File: src/rmvio_defines.vh
`ifndef RMVIO_DEFINES_VH
`define RMVIO_DEFINES_VH
// Matrix geometry.
`define RMVIO_NUM_SRC 53
`define RMVIO_NUM_OUT 72
`define RMVIO_SEL_W 6
`define RMVIO_SEL_BITS 432
`define RMVIO_MAX_CODE 6'h34
// Source codes with fixed meaning.
`define RMVIO_SRC_GND 6'h00
`define RMVIO_SRC_VIRT_FIRST 6'h18
`define RMVIO_SRC_CMP0 6'h2d
`define RMVIO_SRC_OSC1 6'h31
`define RMVIO_SRC_READY 6'h32
`define RMVIO_SRC_POR 6'h33
`define RMVIO_SRC_VDD 6'h34
// Virtual input count and the pin-shared subset start.
`define RMVIO_NUM_VIRT 15
`define RMVIO_VIRT_PIN_FIRST 6
// Serial byte addresses.
`define RMVIO_ADDR_RB_FIRST 8'h36
`define RMVIO_ADDR_VIRT_LO 8'h39
`define RMVIO_ADDR_VIRT_HI 8'h3a
`define RMVIO_ADDR_RB_LAST 8'h3c
// Byte 0x36 holds config bit 432; virtual bits 456..470 lie in bytes 0x39/0x3a.
`define RMVIO_RB_BASE_BIT 432
`define RMVIO_VIRT_HI_MASK 8'h7f
`endif

File: src/rmvio_matrix.v
`timescale 1ns/1ps
`include "rmvio_defines.vh"
// Function
// - Each output picks one of 53 sources.
// - Codes 45-51: comparator, oscillator, ready, reset.
// - Outputs take consecutive six-bit configuration slices.
// - Outputs 4,5 feed third two-input cell.
// - Outputs 18-29 feed four three-input cells.
// - Outputs 30-32 double as state machine inputs.
// - Outputs 48-51 feed the four-input cell.
// - Outputs 52,53 feed delay and filter inputs.
// - Outputs 54-66 drive pins and enables.
// - Outputs 67-69 comparator and oscillator controls.
// - Outputs 70,71 clock and clear pattern generator.
// - Virtual bits sit in bytes 0x39, 0x3a.
// - Writes change virtual source level at once, except in a startup load cycle, where the load wins.
// - Reads return startup value or last write.
// - Selector bits choose pin or pattern output, or virtual bit.
// - Virtual bits map to sources 24-38.
// - Virtual lines shared with pattern and pins.
// - Macrocell outputs readable in bytes 0x36-0x3c.
// - Writes to read-back bits are ignored.
module rmvio_matrix (
  input wire i_clk, // System clock.
  input wire i_rst, // Asynchronous reset, active high.
  input wire i_cfg_load, // One-cycle pulse: startup configuration valid.
  input wire [431:0] i_cfg_sel, // Select fields, outputs 0..71.
  input wire [14:0] i_cfg_virt_init, // Startup virtual values, bits 456..470.
  input wire [7:0] i_cfg_virt_mode, // Mode selects, bits 1072..1078 and 1184 at top.
  input wire [23:0] i_mc_out, // Macrocell outputs, sources 1..23.
  input wire [7:0] i_pattern_out, // Extended pattern generator outputs.
  input wire [8:0] i_pin_in, // Bidirectional pin inputs, pins 0..8.
  input wire i_in_only_pin, // Input-only pin level, source 40.
  input wire i_four_input_cell, // Four-input cell output, source 39.
  input wire [2:0] i_edge_misc, // Delay edge, filter, oscillator 0 output, sources 41..43.
  input wire i_osc1_out, // Second oscillator output, source 44.
  input wire [3:0] i_cmp_result, // Multichannel comparator results.
  input wire i_osc_out_b, // Second slow-oscillator output.
  input wire i_cmp_ready, // Comparator result ready strobe.
  input wire i_por, // Power-on reset signal.
  input wire i_wr_en, // One-cycle serial write strobe.
  input wire i_rd_en, // One-cycle serial read strobe.
  input wire [7:0] i_addr, // Serial byte address.
  input wire [7:0] i_wdata, // Serial write data.
  output reg [7:0] o_rdata_q, // Read data, valid the cycle after i_rd_en.
  output reg o_rvalid_q, // Read data valid pulse.
  output reg [3:0] o_cell_c_q, // Outputs 4,5 and spare to third two-input cell.
  output reg [11:0] o_three_cell_q, // Outputs 18..29, three-input cells.
  output reg [2:0] o_state_machine_q, // Outputs 30..32.
  output reg [3:0] o_four_input_cell_q, // Outputs 48..51.
  output reg [1:0] o_edge_in_q, // Outputs 52,53.
  output reg [8:0] o_pin_out_q, // Pin output values, outputs 54..65.
  output reg [3:0] o_pin_oe_q, // Pin enables, outputs 57,59,64,66.
  output reg [2:0] o_cmp_ctrl_q, // Outputs 67..69.
  output reg [1:0] o_pattern_ctrl_q, // Outputs 70,71.
  output reg [71:0] o_matrix_q // All matrix outputs.
);
  wire [52:0] src;
  wire [71:0] mx;
  wire [14:0] virt;
  wire [14:0] shared_line;
  wire [14:0] use_virt;
  wire [14:0] base_line;
  wire [7:0] rd_byte;
  wire wr_lo;
  wire wr_hi;
  genvar gi;

  // Returns the select field for output n from its configuration slice.
  function [5:0] sel_of;
    input [431:0] cfg;
    input integer n;
    begin
      sel_of = cfg[n*6 +: 6];
    end
  endfunction

  // True when a write strobe targets one byte address; both virtual bytes decode this way.
  function write_hits;
    input wr;
    input [7:0] addr;
    input [7:0] target;
    begin
      write_hits = wr && (addr == target);
    end
  endfunction

  // Writes reach only the two virtual bytes; other read-back bytes drop writes.
  assign wr_lo = write_hits(i_wr_en, i_addr, `RMVIO_ADDR_VIRT_LO);
  assign wr_hi = write_hits(i_wr_en, i_addr, `RMVIO_ADDR_VIRT_HI);

  rmvio_virt u_virt (
    .i_clk(i_clk),
    .i_rst(i_rst),
    .i_load(i_cfg_load),
    .i_init(i_cfg_virt_init),
    .i_wr_lo(wr_lo),
    .i_wr_hi(wr_hi),
    .i_wdata(i_wdata),
    .o_virt_q(virt)
  );

  // Lines 0..5 default to pattern outputs 0..5, 6..14 to pins 0..8; pattern outputs 6,7 feed no line.
  assign base_line[5:0] = i_pattern_out[5:0];
  assign base_line[14:6] = i_pin_in;
  // One mode bit per line for lines 0..6 (bits 1072..1078); bit 1184 covers lines 7..14.
  generate
    for (gi = 0; gi < `RMVIO_NUM_VIRT; gi = gi + 1) begin : g_share
      if (gi < 7) begin : g_lo
        assign use_virt[gi] = i_cfg_virt_mode[gi];
      end else begin : g_hi
        assign use_virt[gi] = i_cfg_virt_mode[7];
      end
      assign shared_line[gi] = use_virt[gi] ? virt[gi] : base_line[gi];
    end
  endgenerate

  // Source list in code order.
  assign src[0] = 1'b0;
  assign src[23:1] = i_mc_out[22:0];
  assign src[38:24] = shared_line;
  assign src[39] = i_four_input_cell;
  assign src[40] = i_in_only_pin;
  assign src[43:41] = i_edge_misc;
  assign src[44] = i_osc1_out;
  assign src[48:45] = i_cmp_result;
  assign src[49] = i_osc_out_b;
  assign src[50] = i_cmp_ready;
  assign src[51] = i_por;
  assign src[52] = 1'b1;

  // One selector per matrix output.
  generate
    for (gi = 0; gi < `RMVIO_NUM_OUT; gi = gi + 1) begin : g_mux
      rmvio_mux u_mux (
        .i_src(src),
        .i_sel(sel_of(i_cfg_sel, gi)),
        .o_out(mx[gi])
      );
    end
  endgenerate

  // Read-back decode. The virtual bytes answer from the stored bits, so a read returns the
  // last write even while the line itself follows a pin or a pattern output.
  function [7:0] read_back;
    input [7:0] addr;
    input [52:0] lines;
    input [14:0] vbits;
    begin
      case (addr)
        `RMVIO_ADDR_RB_FIRST: read_back = lines[7:0];
        8'h37: read_back = lines[15:8];
        8'h38: read_back = lines[23:16];
        `RMVIO_ADDR_VIRT_LO: read_back = vbits[7:0];
        `RMVIO_ADDR_VIRT_HI: read_back = {1'b0, vbits[14:8]};
        8'h3b: read_back = lines[46:39];
        `RMVIO_ADDR_RB_LAST: read_back = {3'h0, lines[51:47]};
        default: read_back = 8'h00;
      endcase
    end
  endfunction

  // Byte 0x3a keeps seven bits only, so its top bit reads as zero; unmapped bytes read zero.
  assign rd_byte = read_back(i_addr, src, virt);

  // The answer holds between reads, so a master that samples late still sees its byte.
  wire [7:0] rdata_d;
  assign rdata_d = i_rd_en ? rd_byte : o_rdata_q;

  // Read data register, loaded one cycle after the strobe.
  always @(posedge i_clk or posedge i_rst) begin
    if (i_rst) begin
      o_rdata_q <= 8'h00;
    end else begin
      o_rdata_q <= rdata_d;
    end
  end

  // Read valid pulses for exactly one cycle per accepted read strobe.
  always @(posedge i_clk or posedge i_rst) begin
    if (i_rst) begin
      o_rvalid_q <= 1'b0;
    end else begin
      o_rvalid_q <= i_rd_en;
    end
  end

  // Next values of the grouped outputs, one group per kind of destination.
  // Every group takes selector outputs with no logic between (spare cell_c_d bits tied low); the flops add one cycle.
  wire [3:0] cell_c_d;
  wire [11:0] three_cell_d;
  wire [2:0] state_machine_d;
  wire [3:0] four_input_cell_d;
  wire [1:0] edge_in_d;
  wire [8:0] pin_out_d;
  wire [3:0] pin_oe_d;
  wire [2:0] cmp_ctrl_d;
  wire [1:0] pattern_ctrl_d;

  // Third two-input cell: two inputs, or clock and active-low clear; spare bits stay low.
  assign cell_c_d[0] = mx[4];
  assign cell_c_d[1] = mx[5];
  assign cell_c_d[3:2] = 2'h0;

  // Four three-input cells, three matrix outputs each: clock, data, active-low set or clear.
  assign three_cell_d[2:0] = mx[20:18];
  assign three_cell_d[5:3] = mx[23:21];
  assign three_cell_d[8:6] = mx[26:24];
  assign three_cell_d[11:9] = mx[29:27];

  // State machine: up input, shared external clock, reset or set input.
  assign state_machine_d[0] = mx[30];
  assign state_machine_d[1] = mx[31];
  assign state_machine_d[2] = mx[32];

  // Four-input cell; in flip-flop use the first three are clock, data and clear.
  assign four_input_cell_d[0] = mx[48];
  assign four_input_cell_d[1] = mx[49];
  assign four_input_cell_d[2] = mx[50];
  assign four_input_cell_d[3] = mx[51];

  // Delay edge-detect input and filter edge-detect input.
  assign edge_in_d[0] = mx[52];
  assign edge_in_d[1] = mx[53];

  // Pin output values skip the three enable selects that sit between them.
  assign pin_out_d[0] = mx[54];
  assign pin_out_d[1] = mx[55];
  assign pin_out_d[2] = mx[56];
  assign pin_out_d[3] = mx[58];
  assign pin_out_d[4] = mx[60];
  assign pin_out_d[5] = mx[61];
  assign pin_out_d[6] = mx[62];
  assign pin_out_d[7] = mx[63];
  assign pin_out_d[8] = mx[65];

  // Drive enables of the four pins whose enable is routed, in pin order.
  assign pin_oe_d[0] = mx[57];
  assign pin_oe_d[1] = mx[59];
  assign pin_oe_d[2] = mx[64];
  assign pin_oe_d[3] = mx[66];

  // Comparator enable, comparator result clear, oscillator enable.
  assign cmp_ctrl_d[0] = mx[67];
  assign cmp_ctrl_d[1] = mx[68];
  assign cmp_ctrl_d[2] = mx[69];

  // Extended pattern generator clock and its active-low clear.
  assign pattern_ctrl_d[0] = mx[70];
  assign pattern_ctrl_d[1] = mx[71];

  // Output registers. Every top output comes straight from a flop, at the cost of one cycle
  // of routing latency; clearing them in reset keeps each destination idle while i_rst
  // is held.
  // All matrix outputs side by side, for read-out and for checking.
  always @(posedge i_clk or posedge i_rst) begin
    if (i_rst) begin
      o_matrix_q <= 72'h0;
    end else begin
      o_matrix_q <= mx;
    end
  end

  // Third two-input cell inputs.
  always @(posedge i_clk or posedge i_rst) begin
    if (i_rst) begin
      o_cell_c_q <= 4'h0;
    end else begin
      o_cell_c_q <= cell_c_d;
    end
  end

  // Three-input cell inputs.
  always @(posedge i_clk or posedge i_rst) begin
    if (i_rst) begin
      o_three_cell_q <= 12'h000;
    end else begin
      o_three_cell_q <= three_cell_d;
    end
  end

  // State machine inputs.
  always @(posedge i_clk or posedge i_rst) begin
    if (i_rst) begin
      o_state_machine_q <= 3'h0;
    end else begin
      o_state_machine_q <= state_machine_d;
    end
  end

  // Four-input cell inputs.
  always @(posedge i_clk or posedge i_rst) begin
    if (i_rst) begin
      o_four_input_cell_q <= 4'h0;
    end else begin
      o_four_input_cell_q <= four_input_cell_d;
    end
  end

  // Edge-detect inputs.
  always @(posedge i_clk or posedge i_rst) begin
    if (i_rst) begin
      o_edge_in_q <= 2'h0;
    end else begin
      o_edge_in_q <= edge_in_d;
    end
  end

  // Pin output values.
  always @(posedge i_clk or posedge i_rst) begin
    if (i_rst) begin
      o_pin_out_q <= 9'h000;
    end else begin
      o_pin_out_q <= pin_out_d;
    end
  end

  // Pin enables stay low in reset, so no pin drives before it has been routed.
  always @(posedge i_clk or posedge i_rst) begin
    if (i_rst) begin
      o_pin_oe_q <= 4'h0;
    end else begin
      o_pin_oe_q <= pin_oe_d;
    end
  end

  // Comparator and oscillator controls rest low, so both stay off during reset.
  always @(posedge i_clk or posedge i_rst) begin
    if (i_rst) begin
      o_cmp_ctrl_q <= 3'h0;
    end else begin
      o_cmp_ctrl_q <= cmp_ctrl_d;
    end
  end

  // Pattern generator clock and clear.
  always @(posedge i_clk or posedge i_rst) begin
    if (i_rst) begin
      o_pattern_ctrl_q <= 2'h0;
    end else begin
      o_pattern_ctrl_q <= pattern_ctrl_d;
    end
  end
endmodule // rmvio_matrix

File: src/rmvio_mux.v
`timescale 1ns/1ps
`include "rmvio_defines.vh"
// One matrix output: picks one source line by its select code.
module rmvio_mux (
  input wire [52:0] i_src, // All matrix source lines.
  input wire [5:0] i_sel, // Select code.
  output wire o_out // Selected level.
);
  // Codes above the last source give a constant low rather than an unknown.
  assign o_out = (i_sel > `RMVIO_MAX_CODE) ? 1'b0 : i_src[i_sel];
endmodule // rmvio_mux

File: src/rmvio_virt.v
`timescale 1ns/1ps
// Serially writable virtual input bits with startup values.
module rmvio_virt (
  input wire i_clk, // System clock.
  input wire i_rst, // Asynchronous reset, active high.
  input wire i_load, // One-cycle pulse copying startup values.
  input wire [14:0] i_init, // Startup values from nonvolatile memory.
  input wire i_wr_lo, // Write strobe for byte holding bits 0..7.
  input wire i_wr_hi, // Write strobe for byte holding bits 8..14.
  input wire [7:0] i_wdata, // Write data.
  output reg [14:0] o_virt_q // Current virtual bits.
);
  // A write updates the stored level at once unless i_load is high in that cycle, when the load wins; the load only runs at startup.
  always @(posedge i_clk or posedge i_rst) begin
    if (i_rst) begin
      o_virt_q <= 15'h0000;
    end else if (i_load) begin
      o_virt_q <= i_init;
    end else begin
      if (i_wr_lo) begin
        o_virt_q[7:0] <= i_wdata;
      end
      if (i_wr_hi) begin
        o_virt_q[14:8] <= i_wdata[6:0];
      end
    end
  end
endmodule // rmvio_virt
File: config.mk
export PLATFORM = sky130hd
export DESIGN_NAME = rmvio_matrix
export DESIGN_NICKNAME = d
export VERILOG_FILES = /design/src/rmvio_matrix.v /design/src/rmvio_mux.v /design/src/rmvio_virt.v
export VERILOG_INCLUDE_DIRS = /design/src
export SDC_FILE = /design/constraint.sdc
export NUM_CORES = 2
export LEC_CHECK = 0
export BUFFER_PORTS_ARGS = -buffer_cell sky130_fd_sc_hd__clkbuf_2
export CAP_MARGIN = 20
export CELL_PAD_IN_SITES_DETAIL_PLACEMENT = 0
export CELL_PAD_IN_SITES_GLOBAL_PLACEMENT = 2
export CORE_ASPECT_RATIO = 0.5
export CORE_MARGIN = 2
export CORE_UTILIZATION = 41
export CTS_CLUSTER_SIZE = 30
export DETAILED_ROUTE_END_ITERATION = 12
export GPL_ROUTABILITY_DRIVEN = 0
export PLACE_DENSITY_LB_ADDON = 0.1
export SYNTH_ARGS = -nofsm -noshare
export SYNTH_HDL_FRONTEND = slang
export SYNTH_SLANG_ARGS = --single-unit
File: constraint.sdc
create_clock -name i_clk -period 5.2 [get_ports i_clk]
set_clock_uncertainty 0.15 [all_clocks]
set_input_delay 0.52 -clock i_clk [delete_from_list [all_inputs] [get_ports i_clk]]
set_output_delay 0.52 -clock i_clk [all_outputs]
set_load 0.005 [all_outputs]
==> run_results.csv <==
group,metric,value,unit
yosys,ys_async_sr_fraction,100,%
timing,fin_tns_setup,0,ps
floorplan,ioPinCount,654,
cts,cts.htree.levels,3,
cts,clockBufferDepth,2,
cells_and_area,nets,4366,
route,met2_length,90.8,mm
route,wl,202,mm
worst_setup_path,r2r_end,"o_three_cell_q[1]",
outcome,status,"completed",
place,hpwlAfterDp,118,mm
floorplan,initial_utilization,41.5,%
timing,fin_crit,3250,ps
cts,clock_latency,490,ps
min_path,hold_class,"in2reg",
cells_and_area,nFillCells,8958,
global_route,grt_pass1_vias,38200,
timing,maxSlewViolCount,0,
cells_and_area,layout_commonest_cell,"mux4_2",
route,vias,39900,
timing,rsz0062_at_grt,"no",
power,netSwitchingFraction,50.2,%
route,wire_per_inst,39.4,um
worst_setup_path,worst-path-stages,8,
power,p_per_area,154,mW/mm^2
power,leakagePower,15.2,nW
cells_and_area,final_cell_mix,"mux4_2, clkbuf_2, nand2_1, mux2i_1, a21oi_1",
yosys,syn_area,0.0388,mm^2
route,dr.pass1.iters,8,
route,vias_per_cell,7.77,
global_route,groute.usage.overall,40.5,%
timing,worst_slew_pin_slew,1220,ps
cts,cts_made_buffers,9,
floorplan,core,0.0934,mm^2
floorplan,die_y,222,um
power,internal_power,0.00319,W
global_route,antenna_found_initial,46,
worst_setup_path,cp.required,5430,ps
worst_setup_path,rr_worst_depth,5,
cells_and_area,drive_gt1_share,45.3,%
route,topRoutingLayerUsed,"met5",
place,placed_cells,5077,
route,m1WireLength,74.9,mm
cts,cts_tree,"built",
worst_setup_path,ff2ff_setup_slack,2090,ps
worst_setup_path,timing.rr.start,"u_virt.o_virt_q[9]",
timing,setup_slack,1950,ps
worst_setup_path,worstPathMaxFanout,40,
place,port_buffers,648,
worst_setup_path,cp-endpoint,"o_pin_out_q[0]",
cts,cts_num_sinks,96,
cts,clk_pin_slew_worst_paths,120,ps
route,drc,0,
worst_setup_path,critical_path_class,"in2reg",
worst_setup_path,critical-path-slowest-cell,"buf_4",
timing,relSlewSlack,17.2,%
cts,root_buffer,"clkbuf_16",
cells_and_area,multiInputGateArea,0.0329,mm^2
cells_and_area,layout.cells.non_filler,5133,
power,p_clk_share,14.5,%
yosys,synthFlopType,"dfrtp_1",
worst_setup_path,arrival,3490,ps
yosys,ys_ff_latch,96,
yosys,synth.distinct_cells,77,
yosys,synth_cells,3921,
power,peakVddDrop,0.163,mV
yosys,synth_edf_count,0,
cells_and_area,stdcell_area,0.0416,mm^2
timing,max_freq,307,MHz
timing,setup_viol,0,
worst_setup_path,crit_family,"buffers and inverters",
worst_setup_path,startpoint_type,"input pin",
worst_setup_path,path_common_cell,"a211oi_1",
worst_setup_path,worstSetupStartpoint,"i_cfg_virt_mode[7]",
route,drt_iter0_markers,5856,
global_route,grt_max_degree,63,
yosys,syn_area_per_cell,9.90,um^2
cells_and_area,syn_to_final_growth,7.21,%
power,power_frac_seq,14.8,%
flow_run,max_cap_viol_count,0,
route,wl_met3,27.0,mm
yosys,yosysWarnings,0,
global_route,gr-total-overflow,0,
worst_setup_path,worst_path_largest_cell_delay,820,ps
worst_setup_path,cp-end-kind,"register",
floorplan,rows,79,
power,comb_power_share,70.7,%
worst_setup_path,worst-path-buf-inv,2,
place,pre_cts_ws,1440,ps
yosys,yosysSeqAreaShare,6.19,%
worst_setup_path,crit_chain,"buf_6, buf_4, mux4_2, nor2b_1, a311oi_1, a211oi_1, a211oi_1, o2bb2ai_1",
floorplan,die_w,439,um
power,p_sw,0.00321,W
cts,cts_resized,0,
cells_and_area,seqCellArea,0.00241,mm^2
route,postRouteAntennaNets,0,
place,placedInstanceArea,0.0411,mm^2
timing,post-route-period-util,62.6,%
global_route,grt_pass1_wl,285,mm
floorplan,dieArea,0.0973,mm^2
timing,hold_viol,0,
-- area by class of cell --
type	count	area share, %
Antenna cell	37	0.223
Clock buffer	9	0.541
Clock inverter	7	0.189
Inverter	88	0.806
Multi-Input combinational cell	2913	79.0
Sequential cell	96	5.78
Tap cell	1255	3.77
Timing Repair Buffer	728	9.68
-- cells in the mapped netlist (16+ instances only) --
cell / number / share of area, %
nand2b_1: 24 / 0.39
buf_1: 72 / 0.70
o211ai_1: 18 / 0.35
o2111ai_1: 26 / 0.59
nand3b_1: 24 / 0.46
mux4_2: 846 / 49
nand2_1: 248 / 2.4
a21oi_1: 243 / 3.1
a211o_1: 16 / 0.36
mux2_2: 125 / 3.6
dfrtp_1: 96 / 6.2
mux2i_1: 261 / 6.7
buf_2: 52 / 0.67
o21ai_0: 168 / 2.2
o2bb2ai_1: 19 / 0.43
buf_4: 49 / 0.95
o32a_1: 27 / 0.70
inv_1: 87 / 0.84
nand3_1: 84 / 1.1
clkbuf_1: 646 / 6.2
a2111oi_0: 18 / 0.41
nor3_1: 60 / 0.77
o311ai_0: 21 / 0.47
a22oi_1: 32 / 0.62
a211oi_1: 63 / 1.2
a221oi_1: 16 / 0.36
a31oi_1: 44 / 0.71
nor2b_1: 81 / 1.3
nor2_1: 225 / 2.2
o22ai_1: 17 / 0.27
-- flip-flops by register name, indices dropped and copies added (netlist names), 2 cells and up --
signal / count
o_three_cell_q: 11
o_rdata_q: 8
u_virt.o_virt_q: 15
o_matrix_q: 41
o_four_input_cell_q: 3
o_pin_oe_q: 3
o_state_machine_q: 2
o_cmp_ctrl_q: 2
o_pin_out_q: 8
-- timing repair --
item | in CTS | in global routing
hold buffers | 1 | 0
hold endpoints to repair | 20 | 0
buffers inserted | 0 | 0
-- power by group through the flow --
stage	Combinational [W]	Clock, W	Sequential (W)
after floorplan	0.00301	0	0.000901
after detailed placement	0.00437	0	0.000959
after global placement	0.00432	0	0.000958
after CTS	0.00438	0.000944	0.000945
final	0.00453	0.000928	0.000949
after global routing	0.00470	0.000954	0.000952
-- kinds of logic after synthesis --
family,share of synthesized area (%)
other,0.00966
flip-flops,6.19
AND/OR/NAND/NOR,10.2
multiplexers,59.5
buffers and inverters,9.60
AO/OA/AOI/OAI,14.4
-- metal layers --
metal  global-route usage, %  vias to the layer above
li1                        -                    15500
met1                    53.6                    20400
met2                    61.1                     3369
met3                    12.6                      621
met4                    17.9                       16
met5                  0.0489                        -
-- how the worst min path moves through the flow --
| stage | end | start | slack (ps) | depth (start not counted) |
|---|---|---|---|---|
| after global routing | o_three_cell_q[10] | i_cfg_sel[173] | 60 | 2 |
| after CTS | o_three_cell_q[10] | i_cfg_sel[173] | 40 | 2 |
| after global placement | o_rdata_q[4] | o_rdata_q[4] | 370 | 2 |
| after detailed placement | o_rdata_q[4] | o_rdata_q[4] | 380 | 2 |
| after floorplan | o_rdata_q[0] | o_rdata_q[0] | 380 | 2 |
| final | o_three_cell_q[10] | i_cfg_sel[173] | 70 | 2 |
-- through the flow --
stage          hold slack [ps]  total power [W]  util, %
6_report                  66.1          0.00640     44.5
3_5_place_dp               376          0.00533     44.0
5_1_grt                   64.4          0.00661     44.5
2_1_floorplan              376          0.00391        -
3_3_place_gp               373          0.00528     44.0
4_1_cts                   39.6          0.00627     44.4
Power figures use the tool's default switching activity.
